File: src/uart_wake_pkg.sv
package uart_wake_pkg;
   // Register byte addresses
   localparam logic [7:0] RX_CTRL_ADDR   = 8'h00;
   localparam logic [7:0] RX_BUF_ADDR    = 8'h04;
   localparam logic [7:0] TX_BUF_ADDR    = 8'h08;
   localparam logic [7:0] TX_CTRL_ADDR   = 8'h0c;
   localparam logic [7:0] BAUD_CTRL_ADDR = 8'h10;
   localparam logic [7:0] DIV_HI_ADDR    = 8'h14;
   localparam logic [7:0] DIV_LO_ADDR    = 8'h18;
   localparam logic [7:0] FLAGS_ADDR     = 8'h1c;
   // tx_control_status fields
   localparam int CLK_SRC_BIT    = 7;
   localparam int TX_EN_BIT      = 5;
   localparam int CLOCKED_BIT    = 4;
   localparam int BREAK_BIT      = 3;
   localparam int SHIFT_EMPTY_BIT = 1;
   // rx_control_status fields
   localparam int PORT_EN_BIT    = 7;
   // baud_control fields
   localparam int RX_IDLE_BIT    = 6;
   localparam int DATA_POL_BIT   = 5;
   localparam int CLK_POL_BIT    = 4;
   localparam int WAKE_EN_BIT    = 1;
   // Flags register fields
   localparam int RX_FLAG_BIT    = 0;
   localparam int TX_FLAG_BIT    = 1;
   // Frame lengths in bit times
   localparam logic [4:0] BREAK_BITS = 5'h0e;
   localparam logic [4:0] CHAR_BITS  = 5'h0a;
   localparam logic [4:0] SYNC_BITS  = 5'h08;
   localparam logic [7:0] REG_RESET  = 8'h00;
   localparam logic [7:0] TX_CTRL_RESET = 8'h02;
   localparam logic [7:0] BAUD_RESET = 8'h40;
   localparam logic [1:0] RESP_OKAY  = 2'h0;
   localparam logic [1:0] RESP_SLVERR = 2'h2;
endpackage : uart_wake_pkg

File: src/uart_wake_break_sync_master.sv
// The AXI4-Lite interface to the registers and the placing of the registers were left to the implementer.
`timescale 1ns/1ns
`default_nettype none
module uart_wake_break_sync_master
   import uart_wake_pkg::*;
(
   // Clock and reset
   input  wire logic        aclk,
   input  wire logic        aresetn,
   input  wire logic        clk_en,
   // AXI4-Lite write
   input  wire logic [7:0]  s_axi_awaddr,
   input  wire logic        s_axi_awvalid,
   output logic             s_axi_awready,
   input  wire logic [31:0] s_axi_wdata,
   input  wire logic [3:0]  s_axi_wstrb,
   input  wire logic        s_axi_wvalid,
   output logic             s_axi_wready,
   output logic [1:0]       s_axi_bresp,
   output logic             s_axi_bvalid,
   input  wire logic        s_axi_bready,
   // AXI4-Lite read
   input  wire logic [7:0]  s_axi_araddr,
   input  wire logic        s_axi_arvalid,
   output logic             s_axi_arready,
   output logic [31:0]      s_axi_rdata,
   output logic [1:0]       s_axi_rresp,
   output logic             s_axi_rvalid,
   input  wire logic        s_axi_rready,
   // Serial pins
   input  wire logic        rx_pin,
   output logic             tx_pin,
   output logic             shift_clock_pin,
   output logic             data_line_pin_o,
   output logic             data_line_pin_oe_n
);
   import uart_wake_pkg::*;

   typedef enum {TX_IDLE, TX_SHIFT} tx_state_t;

   logic [7:0]  rx_ctrl_r, tx_ctrl_r, baud_r, div_hi_r, div_lo_r, tx_buf_r, rx_buf_r;
   logic        tx_buf_full_r, rx_flag_r, tx_flag_r;
   logic [1:0]  rx_sync_r;
   logic        rx_prev_r, wake_seen_r;
   logic [15:0] baud_cnt_r;
   logic        half_tick;
   logic        phase_r;
   logic [4:0]  bit_cnt_r;
   logic [4:0]  bit_total_r;
   logic [9:0]  tx_shift_reg_r;
   logic        is_break_r;
   tx_state_t   tx_state_r;
   logic        aw_ok_r, w_ok_r;
   logic [7:0]  aw_addr_r;
   logic [31:0] w_data_r;
   logic [3:0]  w_strb_r;
   logic        rd_buf_pulse, wr_buf_pulse, load_now, bit_end;
   logic        clocked_mode, wake_en, rx_fall, rx_rise, send_brk;
   logic        idle_clk, idle_dat;

   function automatic logic known_addr(input logic [7:0] a);
      known_addr = (a <= FLAGS_ADDR) && (a[1:0] == 2'h0);
   endfunction : known_addr

   // Master clocked mode select
   assign clocked_mode = tx_ctrl_r[CLK_SRC_BIT] && tx_ctrl_r[CLOCKED_BIT]
                         && rx_ctrl_r[PORT_EN_BIT];
   assign wake_en  = baud_r[WAKE_EN_BIT];
   assign idle_clk = baud_r[CLK_POL_BIT];
   assign idle_dat = baud_r[DATA_POL_BIT];

   // Receive pin synchroniser
   always_ff @(posedge aclk) begin
      if (!aresetn) begin
         rx_sync_r <= 2'h3;
         rx_prev_r <= 1'b1;
      end else if (clk_en) begin
         rx_sync_r <= {rx_sync_r[0], rx_pin};
         rx_prev_r <= rx_sync_r[1];
      end
   end
   assign rx_fall = rx_prev_r && !rx_sync_r[1];
   assign rx_rise = !rx_prev_r && rx_sync_r[1];

   // AXI write channel capture, either order
   always_ff @(posedge aclk) begin
      if (!aresetn) begin
         aw_ok_r  <= 1'b0;
         w_ok_r   <= 1'b0;
         aw_addr_r <= 8'h00;
         w_data_r <= 32'h0;
         w_strb_r <= 4'h0;
         s_axi_bvalid <= 1'b0;
         s_axi_bresp  <= RESP_OKAY;
      end else if (clk_en) begin
         if (s_axi_awvalid && s_axi_awready) begin
            aw_ok_r  <= 1'b1;
            aw_addr_r <= s_axi_awaddr;
         end
         if (s_axi_wvalid && s_axi_wready) begin
            w_ok_r   <= 1'b1;
            w_data_r <= s_axi_wdata;
            w_strb_r <= s_axi_wstrb;
         end
         if (aw_ok_r && w_ok_r && !s_axi_bvalid) begin
            s_axi_bvalid <= 1'b1;
            s_axi_bresp  <= known_addr(aw_addr_r) ? RESP_OKAY : RESP_SLVERR;
            aw_ok_r <= 1'b0;
            w_ok_r  <= 1'b0;
         end else if (s_axi_bvalid && s_axi_bready) begin
            s_axi_bvalid <= 1'b0;
         end
      end
   end
   always_ff @(posedge aclk) begin
      if (!aresetn) begin
         s_axi_awready <= 1'b0;
         s_axi_wready  <= 1'b0;
      end else if (clk_en) begin
         s_axi_awready <= !aw_ok_r && !(s_axi_awvalid && s_axi_awready) && !s_axi_bvalid;
         s_axi_wready  <= !w_ok_r && !(s_axi_wvalid && s_axi_wready) && !s_axi_bvalid;
      end
   end

   logic wr_go;
   assign wr_go = clk_en && aw_ok_r && w_ok_r && !s_axi_bvalid && w_strb_r[0];
   assign wr_buf_pulse = wr_go && (aw_addr_r == TX_BUF_ADDR);

   // Baud rate generator: half-bit ticks
   always_ff @(posedge aclk) begin
      if (!aresetn) begin
         baud_cnt_r <= 16'h0;
      end else if (clk_en) begin
         baud_cnt_r <= (half_tick || tx_state_r == TX_IDLE) ? 16'h0 : baud_cnt_r + 16'h1;
      end
   end
   assign half_tick = (baud_cnt_r >= {div_hi_r, div_lo_r});

   assign bit_end  = half_tick && phase_r && tx_state_r == TX_SHIFT;
   // Reload at the end of a break carries the queued byte, not a second break
   assign send_brk = tx_ctrl_r[BREAK_BIT] && !clocked_mode
                     && !(tx_state_r == TX_SHIFT && is_break_r);
   // Half-duplex: no load while wake or receive activity
   assign load_now = clk_en && tx_buf_full_r && tx_ctrl_r[TX_EN_BIT] && !wake_seen_r
                     && (tx_state_r == TX_IDLE
                         || (bit_end && bit_cnt_r == bit_total_r - 5'h1));

   // Control registers
   always_ff @(posedge aclk) begin
      if (!aresetn) begin
         rx_ctrl_r <= REG_RESET;
         tx_ctrl_r <= TX_CTRL_RESET;
         baud_r    <= BAUD_RESET;
         div_hi_r  <= REG_RESET;
         div_lo_r  <= REG_RESET;
      end else if (clk_en) begin
         if (wr_go && aw_addr_r == RX_CTRL_ADDR) rx_ctrl_r <= w_data_r[7:0];
         if (wr_go && aw_addr_r == DIV_HI_ADDR) div_hi_r <= w_data_r[7:0];
         if (wr_go && aw_addr_r == DIV_LO_ADDR) div_lo_r <= w_data_r[7:0];
         if (wr_go && aw_addr_r == TX_CTRL_ADDR) begin
            tx_ctrl_r[7:2] <= w_data_r[7:2];
            tx_ctrl_r[0]   <= w_data_r[0];
         end
         if (wr_go && aw_addr_r == BAUD_CTRL_ADDR) begin
            baud_r[5:0] <= w_data_r[5:0];
         end
         if (bit_end && is_break_r && bit_cnt_r == bit_total_r - 5'h1)
            tx_ctrl_r[BREAK_BIT] <= 1'b0;
         tx_ctrl_r[SHIFT_EMPTY_BIT] <= (tx_state_r == TX_IDLE) && !load_now;
         baud_r[RX_IDLE_BIT] <= !wake_seen_r;
         if (wake_seen_r && rx_rise) baud_r[WAKE_EN_BIT] <= 1'b0;
      end
   end

   // Wake detect and receive flag
   always_ff @(posedge aclk) begin
      if (!aresetn) begin
         wake_seen_r <= 1'b0;
         rx_flag_r   <= 1'b0;
         rx_buf_r    <= 8'h00;
      end else if (clk_en) begin
         if (wake_en && !wake_seen_r && rx_fall) begin
            wake_seen_r <= 1'b1;
            rx_flag_r   <= 1'b1;
         end else if (rd_buf_pulse) begin
            rx_flag_r <= 1'b0;
         end
         if (wake_seen_r && rx_rise) wake_seen_r <= 1'b0;
      end
   end

   // Transmit buffer and flag
   always_ff @(posedge aclk) begin
      if (!aresetn) begin
         tx_buf_r      <= 8'h00;
         tx_buf_full_r <= 1'b0;
         tx_flag_r     <= 1'b0;
      end else if (clk_en) begin
         if (wr_buf_pulse) begin
            tx_buf_r      <= w_data_r[7:0];
            tx_buf_full_r <= 1'b1;
            tx_flag_r     <= 1'b0;
         end else if (load_now) begin
            tx_buf_full_r <= 1'b0;
            tx_flag_r     <= 1'b1;
         end else if (!tx_buf_full_r && tx_ctrl_r[TX_EN_BIT]) begin
            tx_flag_r <= 1'b1;
         end
      end
   end

   // Transmit shifter
   always_ff @(posedge aclk) begin
      if (!aresetn) begin
         tx_state_r     <= TX_IDLE;
         tx_shift_reg_r <= 10'h3ff;
         bit_cnt_r      <= 5'h0;
         bit_total_r    <= CHAR_BITS;
         is_break_r     <= 1'b0;
         phase_r        <= 1'b0;
      end else if (clk_en) begin
         if (half_tick && tx_state_r == TX_SHIFT) phase_r <= !phase_r;
         if (load_now) begin
            tx_state_r <= TX_SHIFT;
            bit_cnt_r  <= 5'h0;
            phase_r    <= 1'b0;
            is_break_r <= send_brk;
            if (clocked_mode) begin
               tx_shift_reg_r <= {2'h3, tx_buf_r};
               bit_total_r    <= SYNC_BITS;
            end else if (send_brk) begin
               tx_shift_reg_r <= 10'h000;
               bit_total_r    <= BREAK_BITS;
            end else begin
               tx_shift_reg_r <= {1'b1, tx_buf_r, 1'b0};
               bit_total_r    <= CHAR_BITS;
            end
         end else if (bit_end) begin
            bit_cnt_r <= bit_cnt_r + 5'h1;
            tx_shift_reg_r <= (is_break_r && bit_cnt_r == BREAK_BITS - 5'h2)
                              ? 10'h3ff : {!is_break_r, tx_shift_reg_r[9:1]};
            if (bit_cnt_r == bit_total_r - 5'h1) tx_state_r <= TX_IDLE;
         end
      end
   end

   // Pin drivers
   always_ff @(posedge aclk) begin
      if (!aresetn) begin
         tx_pin             <= 1'b1;
         shift_clock_pin    <= 1'b0;
         data_line_pin_o    <= 1'b0;
         data_line_pin_oe_n <= 1'b1;
      end else if (clk_en) begin
         tx_pin <= clocked_mode ? 1'b1 : tx_shift_reg_r[0];
         // Shift clock leaves idle in first half, returns idle mid-bit
         shift_clock_pin <= (clocked_mode && tx_state_r == TX_SHIFT && !phase_r)
                            ? !idle_clk : idle_clk;
         data_line_pin_o <= (clocked_mode && tx_state_r == TX_SHIFT)
                            ? (tx_shift_reg_r[0] ^ idle_dat) : idle_dat;
         data_line_pin_oe_n <= !(clocked_mode && tx_state_r == TX_SHIFT);
      end
   end

   // AXI read
   always_ff @(posedge aclk) begin
      if (!aresetn) begin
         s_axi_arready <= 1'b0;
         s_axi_rvalid  <= 1'b0;
         s_axi_rdata   <= 32'h0;
         s_axi_rresp   <= RESP_OKAY;
      end else if (clk_en) begin
         s_axi_arready <= !s_axi_rvalid && !(s_axi_arvalid && s_axi_arready);
         if (s_axi_arvalid && s_axi_arready) begin
            s_axi_rvalid <= 1'b1;
            s_axi_rresp  <= known_addr(s_axi_araddr) ? RESP_OKAY : RESP_SLVERR;
            case (s_axi_araddr)
               RX_CTRL_ADDR:   s_axi_rdata <= {24'h0, rx_ctrl_r};
               RX_BUF_ADDR:    s_axi_rdata <= {24'h0, rx_buf_r};
               TX_BUF_ADDR:    s_axi_rdata <= {24'h0, tx_buf_r};
               TX_CTRL_ADDR:   s_axi_rdata <= {24'h0, tx_ctrl_r};
               BAUD_CTRL_ADDR: s_axi_rdata <= {24'h0, baud_r};
               DIV_HI_ADDR:    s_axi_rdata <= {24'h0, div_hi_r};
               DIV_LO_ADDR:    s_axi_rdata <= {24'h0, div_lo_r};
               FLAGS_ADDR:     s_axi_rdata <= {30'h0, tx_flag_r, rx_flag_r};
               default:        s_axi_rdata <= 32'h0;
            endcase
         end else if (s_axi_rvalid && s_axi_rready) begin
            s_axi_rvalid <= 1'b0;
         end
      end
   end
   assign rd_buf_pulse = clk_en && s_axi_arvalid && s_axi_arready
                         && s_axi_araddr == RX_BUF_ADDR;
endmodule : uart_wake_break_sync_master
`default_nettype wire

File: config.mk
export PLATFORM = sky130hd
export DESIGN_NAME = uart_wake_break_sync_master
export DESIGN_NICKNAME = d
export VERILOG_FILES = /design/src/uart_wake_pkg.sv /design/src/uart_wake_break_sync_master.sv
export SDC_FILE = /design/constraint.sdc
export NUM_CORES = 1
export LEC_CHECK = 0
export BUFFER_PORTS_ARGS = -buffer_cell sky130_fd_sc_hd__clkbuf_2
export CAP_MARGIN = 10
export CORE_MARGIN = 2
export CORE_UTILIZATION = 50
export DETAILED_ROUTE_END_ITERATION = 8
export PLACE_DENSITY = 0.72
export SYNTH_ARGS = -nofsm -noshare
export SYNTH_HDL_FRONTEND = slang
export SYNTH_SLANG_ARGS = --single-unit
File: constraint.sdc
create_clock -name aclk -period 6.7 [get_ports aclk]
set_input_delay 1.675 -clock aclk [delete_from_list [all_inputs] [get_ports aclk]]
set_output_delay 1.675 -clock aclk [all_outputs]
set_load 0.02 [all_outputs]
Word level (Yosys, flattened, before mapping) --
Index checks and enable logic that the tools add are counted.
Word-level totals: word-level logic and storage cells 218, register bits after elaboration 188, output and inout port bits 45, bits of input ports 61
Cells by class: reductions and logical operators 114, add/subtract/negate cells 3, equal/unequal tests 15, magnitude comparators 3, bitwise logic cells 1, multiplexer cells 42
Operators by type and width (number):
- 32-bit 2-to-1 mux | 3
- 8-bit by 5-bit == test with 1-bit output, second input constant | 7
- 8-bit case mux with 7 select lines | 1
- 1-bit logical AND | 52
- 10-bit 2-to-1 mux | 5
- 2-bit AND reduction | 23
- 32-bit by 2-bit == test with 1-bit output, second input constant | 1
- 8-bit by 4-bit == test with 1-bit output, second input constant | 4
- 32-bit logical NOT | 1
- 1-bit 2-to-1 mux | 24
- 2-bit nonzero test | 12
- 1-bit logical NOT | 18
- 16-bit by 1-bit adder with 16-bit output, second input constant | 1
- 16-bit greater-or-equal comparator | 1
- 8-bit by 5-bit <= comparator with 1-bit output, second input constant | 2
- 8-bit logical NOT | 2
- 16-bit 2-to-1 mux | 1
- 5-bit 2-to-1 mux | 2
- 8-bit by 3-bit == test with 1-bit output, second input constant | 1
- 2-bit 2-to-1 mux | 4
- 3-bit 2-to-1 mux | 2
- 5-bit by 1-bit adder with 5-bit output, second input constant | 1
- 5-bit by 4-bit == test with 1-bit output, second input constant | 1
- 5-bit == test | 1
- other kinds (6) | 8

Logic depth before layout (Yosys ltp) --
depth after elaboration 8, gate-level depth with buffers 9, mapped depth without buffers 8

Worst setup path before layout --
No wires, ideal clock.
kind input-to-reg, start input s_axi_araddr[4], end register s_axi_rdata[3], buffers on the path 1, slack 3.465 ns, required time 6.635 ns, setup time 0.065 ns, data arrival time 3.170 ns, stages on the path 7, cell sequence buf_2 > or4b_4 > nor4b_4 > o2bb2ai_1 > a221oi_1 > a2bb2oi_1 > nor2_1
On the way: cells in the longest elaborated chain, start to end 2, elaborated cells on any way between the ends 8, those cells by class eq/ne: 6; mux: 1; reduce/logical: 1
Ends and longest elaborated chain:
- start: declaration | line uart_wake_break_sync_master.sv:23 | input wire logic [7:0] s_axi_araddr,
- 8-bit by 5-bit == test with 1-bit output, or another cell as far along | line uart_wake_break_sync_master.sv:277 | case (s_axi_araddr)
- 8-bit case mux with 7 select lines * | line uart_wake_break_sync_master.sv:277
- end signal: assignment | line uart_wake_break_sync_master.sv:278 | RX_CTRL_ADDR: s_axi_rdata <= {24'h0, rx_ctrl_r};
- end signal: assignment | line uart_wake_break_sync_master.sv:279 | RX_BUF_ADDR: s_axi_rdata <= {24'h0, rx_buf_r};
- end signal: assignment | line uart_wake_break_sync_master.sv:280 | TX_BUF_ADDR: s_axi_rdata <= {24'h0, tx_buf_r};
- end: declaration | line uart_wake_break_sync_master.sv:26 | output logic [31:0] s_axi_rdata,
Every way passes the cells marked *; elsewhere a longest branch is shown, timed or not. A chain may end at the register's enable or synchronous reset.

Worst setup path after layout --
start input clk_en, end register tx_shift_reg_r[1]
On the way: cells in the longest elaborated chain, start to end 6, elaborated cells on any way between the ends 7, those cells by class mux: 1; reduce/logical: 6
Ends and longest elaborated chain:
- start: declaration | line uart_wake_break_sync_master.sv:10 | input wire logic clk_en,
- 1-bit logical AND (3 in series) | line uart_wake_break_sync_master.sv:144 | assign load_now = clk_en && tx_buf_full_r && tx_ctrl_r[TX_EN_BIT] && !wake_seen_r
- 1-bit logical AND | line uart_wake_break_sync_master.sv:145 | && (tx_state_r == TX_IDLE
- 2-bit nonzero test (no source line)
- 2-bit AND reduction (no source line)
- end signal: assignment | line uart_wake_break_sync_master.sv:229 | tx_shift_reg_r <= {2'h3, tx_buf_r};
- end signal: assignment | line uart_wake_break_sync_master.sv:235 | tx_shift_reg_r <= {1'b1, tx_buf_r, 1'b0};
- end signal: assignment | line uart_wake_break_sync_master.sv:240 | tx_shift_reg_r <= (is_break_r && bit_cnt_r == BREAK_BITS - 5'h2)
- end: declaration | line uart_wake_break_sync_master.sv:50 | logic [9:0] tx_shift_reg_r;
Parallel ways exist; a longest one is shown, timed or not.

==> metrics.txt <==
status complete, no violations; Worst EP arrival 3930 ps; final hold violation count 0; cell total after placement 926; detailed-route via count ~5300; Post-synth EDFFs 0; vias per cell roughly 5.6; end of the critical path tx_shift_reg_r[1]$_SDFFE_PN1P_; worst-margin pin slew ~1000 ps; Skew-Pair Late Insertion Delay 430 ps; hold_buf cts 0; Final Skew around 9.1 ps; Reg2Reg Setup Slack ~3400 ps; final WL between 10000 and 15000 um; Top FF cell, synth dfxtp_1; Pint 1300 uW; Inserted Diodes 0; Post-synth top cells 128 x dfxtp_1, 115 x nor2_1, 77 x nand2_1, 61 x mux2i_1, 58 x a21oi_1; antenna violations before repair 0; Clk pin slew, worst setup/hold paths around 50 ps; WL/cell between 15 and 20 um; CTS Buf Count 17; Yosys Warn Count 0; XOR/XNOR Fraction of Synth Area between 2 and 3%; main combinational cell family by area after synthesis simple AND/OR/NAND/NOR gates; Synth Register Bits between 100 and 150; Detailed Routing Iterations Pass 1 5; Synth Area in Simple Gates about a fifth; RSZ-0062 raised after global routing no; Reg2Reg Depth 8; Req. time, crit path roughly 7000 ps; Post-DP Area 0.00655 mm2; leakage between 0.002 and 0.003 uW; vias in the first global route ~5100; first-pass GRT wire length between 20000 and 25000 um; # H-tree levels 4; post-route cell area between 0.007 and 0.008 mm2; gr usage total a little under a quarter; Post-CTS Setup Bufs 0; DP HPWL around 11000 um; Mapped Cells 739; PD cells 240 mW/mm2; worst setup path startpoint clk_en; Setup TNS Final 0 ps; CP max FO 30; Min Hold Slack 461 ps; non-filler cells, final between 900 and 1000; # IOs between 100 and 150; layout net count 854; sw frac between 20% and 30%; Psw 409 uW; combinational power share between 4 and 5%; normalized max-slew margin 31.1%; Seq pwr share between 40% and 50%; cts repair resizes 0; min Tclk post-route around 3700 ps; Root Buffer clkbuf_16; most common cell in the netlist dfxtp_1; GRT overflow 0; Avg Cell Area, Syn between 8 and 9 um2; Crit Reg-Reg Endpoint tx_shift_reg_r[1]$_SDFFE_PN1P_; VDD IR max ~0.17 mV; Startpoint Class input pin; Final ANT Viol Nets 0; mux cell area share after synthesis around a tenth; CTS tree yes; fin crit share approximately 55%; pins over their slew limit 0; Critical Path Sink Type flop; Max Cap Viol 0; asr flop ratio synth 0%; Synth Area in Adders between 3 and 4%; Die ar. between 0.01 and 0.015 mm2; fin util roughly 57%; reg2reg start div_lo_r[2]$_SDFFE_PN0P_; Synth Area in Compound Gates 14.3%; sequential share of the synthesized area 40.5%; layout cells sized above 1 12.7%; Netlist Area Pre-Place around 0.0063 mm2; Die H roughly 120 um; share of the synthesized area in the top cell type 40.5%; Crit Path Category input pin to flop; starting density of the core slightly above 50%; Final setup viols 0; Achievable Freq approximately 0.27 GHz; top cells by area, synth dfxtp_1 41%, mux2i_1 9.7%, nor2_1 6.8%; part of the power in the clock network around half; IO buf count 52; Die Span X approximately 120 um; 1st-iter DRT viols 400; Hold WC Path Type flop to flop; deepest clock path buffer count 2; Area Growth Syn to Fin 12.3%; largest net degree at the start of global routing 76; Core Area 0.0125 mm2; RePlAce Congestion about 0.91; synth unique cells 63; row cnt roughly 40; CTS sink count between 100 and 150; cell taking the most area after synthesis dfxtp_1; DRC 0
[critical path, stage by stage]
cell	delay, ps
clkbuf_2	500
nand2_1	230
nor2_1	720
nand2_1	410
nor3_1	230
o311ai_0	150
[per-stage QoR]
stage / power [uW] / setup WS (ps)
final: 1710 / 3030
after detailed placement: 867 / 2640
after global placement: 864 / 2680
after floorplan: 855 / 3470
after CTS: 1710 / 3090
after global routing: 1760 / 2750
[power by group through the flow]
stage | registers, uW | clock network (uW) | logic [uW]
2_1_floorplan | 793 | 0 | 62.3
3_3_place_gp | 792 | 0 | 72.4
3_5_place_dp | 792 | 0 | 74.2
4_1_cts | 776 | 864 | 74.4
5_1_grt | 777 | 902 | 82.9
6_report | 776 | 855 | 74.5
[how the worst min path moves through the flow]
stage | startpoint | to | slack, ps | cells past startpoint
after detailed placement | aw_addr_r[1]$_SDFFE_PN0P_ | aw_addr_r[1]$_SDFFE_PN0P_ | 450 | 2
after floorplan | bit_total_r[2]$_SDFFE_PN0P_ | bit_total_r[2]$_SDFFE_PN0P_ | 430 | 2
after global routing | bit_total_r[2]$_SDFFE_PN0P_ | bit_total_r[2]$_SDFFE_PN0P_ | 480 | 2
final | bit_total_r[2]$_SDFFE_PN0P_ | bit_total_r[2]$_SDFFE_PN0P_ | 460 | 2
after global placement | aw_addr_r[1]$_SDFFE_PN0P_ | aw_addr_r[1]$_SDFFE_PN0P_ | 440 | 2
after CTS | aw_addr_r[1]$_SDFFE_PN0P_ | aw_addr_r[1]$_SDFFE_PN0P_ | 460 | 2
[flip-flops by register name (all words and copies together), names as in the netlist, 2 cells and up]
| register | flops |
|---|---|
| baud_cnt_r | 16 |
| tx_shift_reg_r | 10 |
| aw_addr_r | 8 |
| div_hi_r | 8 |
| div_lo_r | 8 |
| rx_ctrl_r | 8 |
| s_axi_rdata | 8 |
| tx_buf_r | 8 |
| tx_ctrl_r | 8 |
| w_data_r | 8 |
| baud_r | 7 |
| bit_cnt_r | 5 |
| bit_total_r | 2 |
| rx_sync_r | 2 |
[kinds of logic after synthesis]
group / Yosys count
other cells: 1
flops: 128
buf+inv: 92
mux: 65
simple gates: 276
xor+xnor: 19
fa+ha+maj: 20
compound gates: 138
[placed cells by master (no fill, tap or decap), types with 3 or more instances in the layout]
cell type | synthesis | routed
xnor2_1 | 5 | 5
a221oi_1 | 8 | 8
nor2b_1 | 3 | 3
nor3_1 | 18 | 18
a2bb2oi_1 | 7 | 7
clkinv_2 | 0 | 4
xor2_1 | 14 | 14
and3_1 | 7 | 7
inv_1 | 28 | 27
nand3_1 | 14 | 14
mux2_2 | 4 | 4
clkbuf_2 | 0 | 52
mux2i_1 | 61 | 61
o31ai_1 | 5 | 5
a21oi_1 | 58 | 58
o21ai_0 | 10 | 10
a22oi_1 | 11 | 11
and2_1 | 4 | 4
o22ai_1 | 4 | 4
nor2_1 | 115 | 115
clkinv_4 | 0 | 5
nand2_1 | 77 | 77
nand4_1 | 8 | 8
o311ai_0 | 7 | 7
dfxtp_1 | 128 | 128
clkbuf_16 | 0 | 17
ha_1 | 20 | 20
or3_1 | 4 | 4
a211oi_1 | 5 | 5
o2bb2ai_1 | 4 | 4
conb_1 | 1 | 26
nor4b_1 | 3 | 3
[layout make-up]
type,instances,area (um2)
Fill cell,1135,5370
Multi-Input combinational cell,544,3390
Sequential cell,128,2560
Clock buffer,18,429
Timing Repair Buffer,54,275
Tap cell,172,215
Clock inverter,13,118
Inverter,28,105
[routing by layer]
metal,wire length (um),global-route usage (%),share of wire [%],vias up
li1,-,-,-,2624
met1,6610,29.1,44,2516
met2,7230,39.3,48,162
met3,769,5.71,5.2,25
met4,304,9.44,2.0,0
met5,0,0,0,-
No activity file was read; power rests on OpenSTA's default activity.
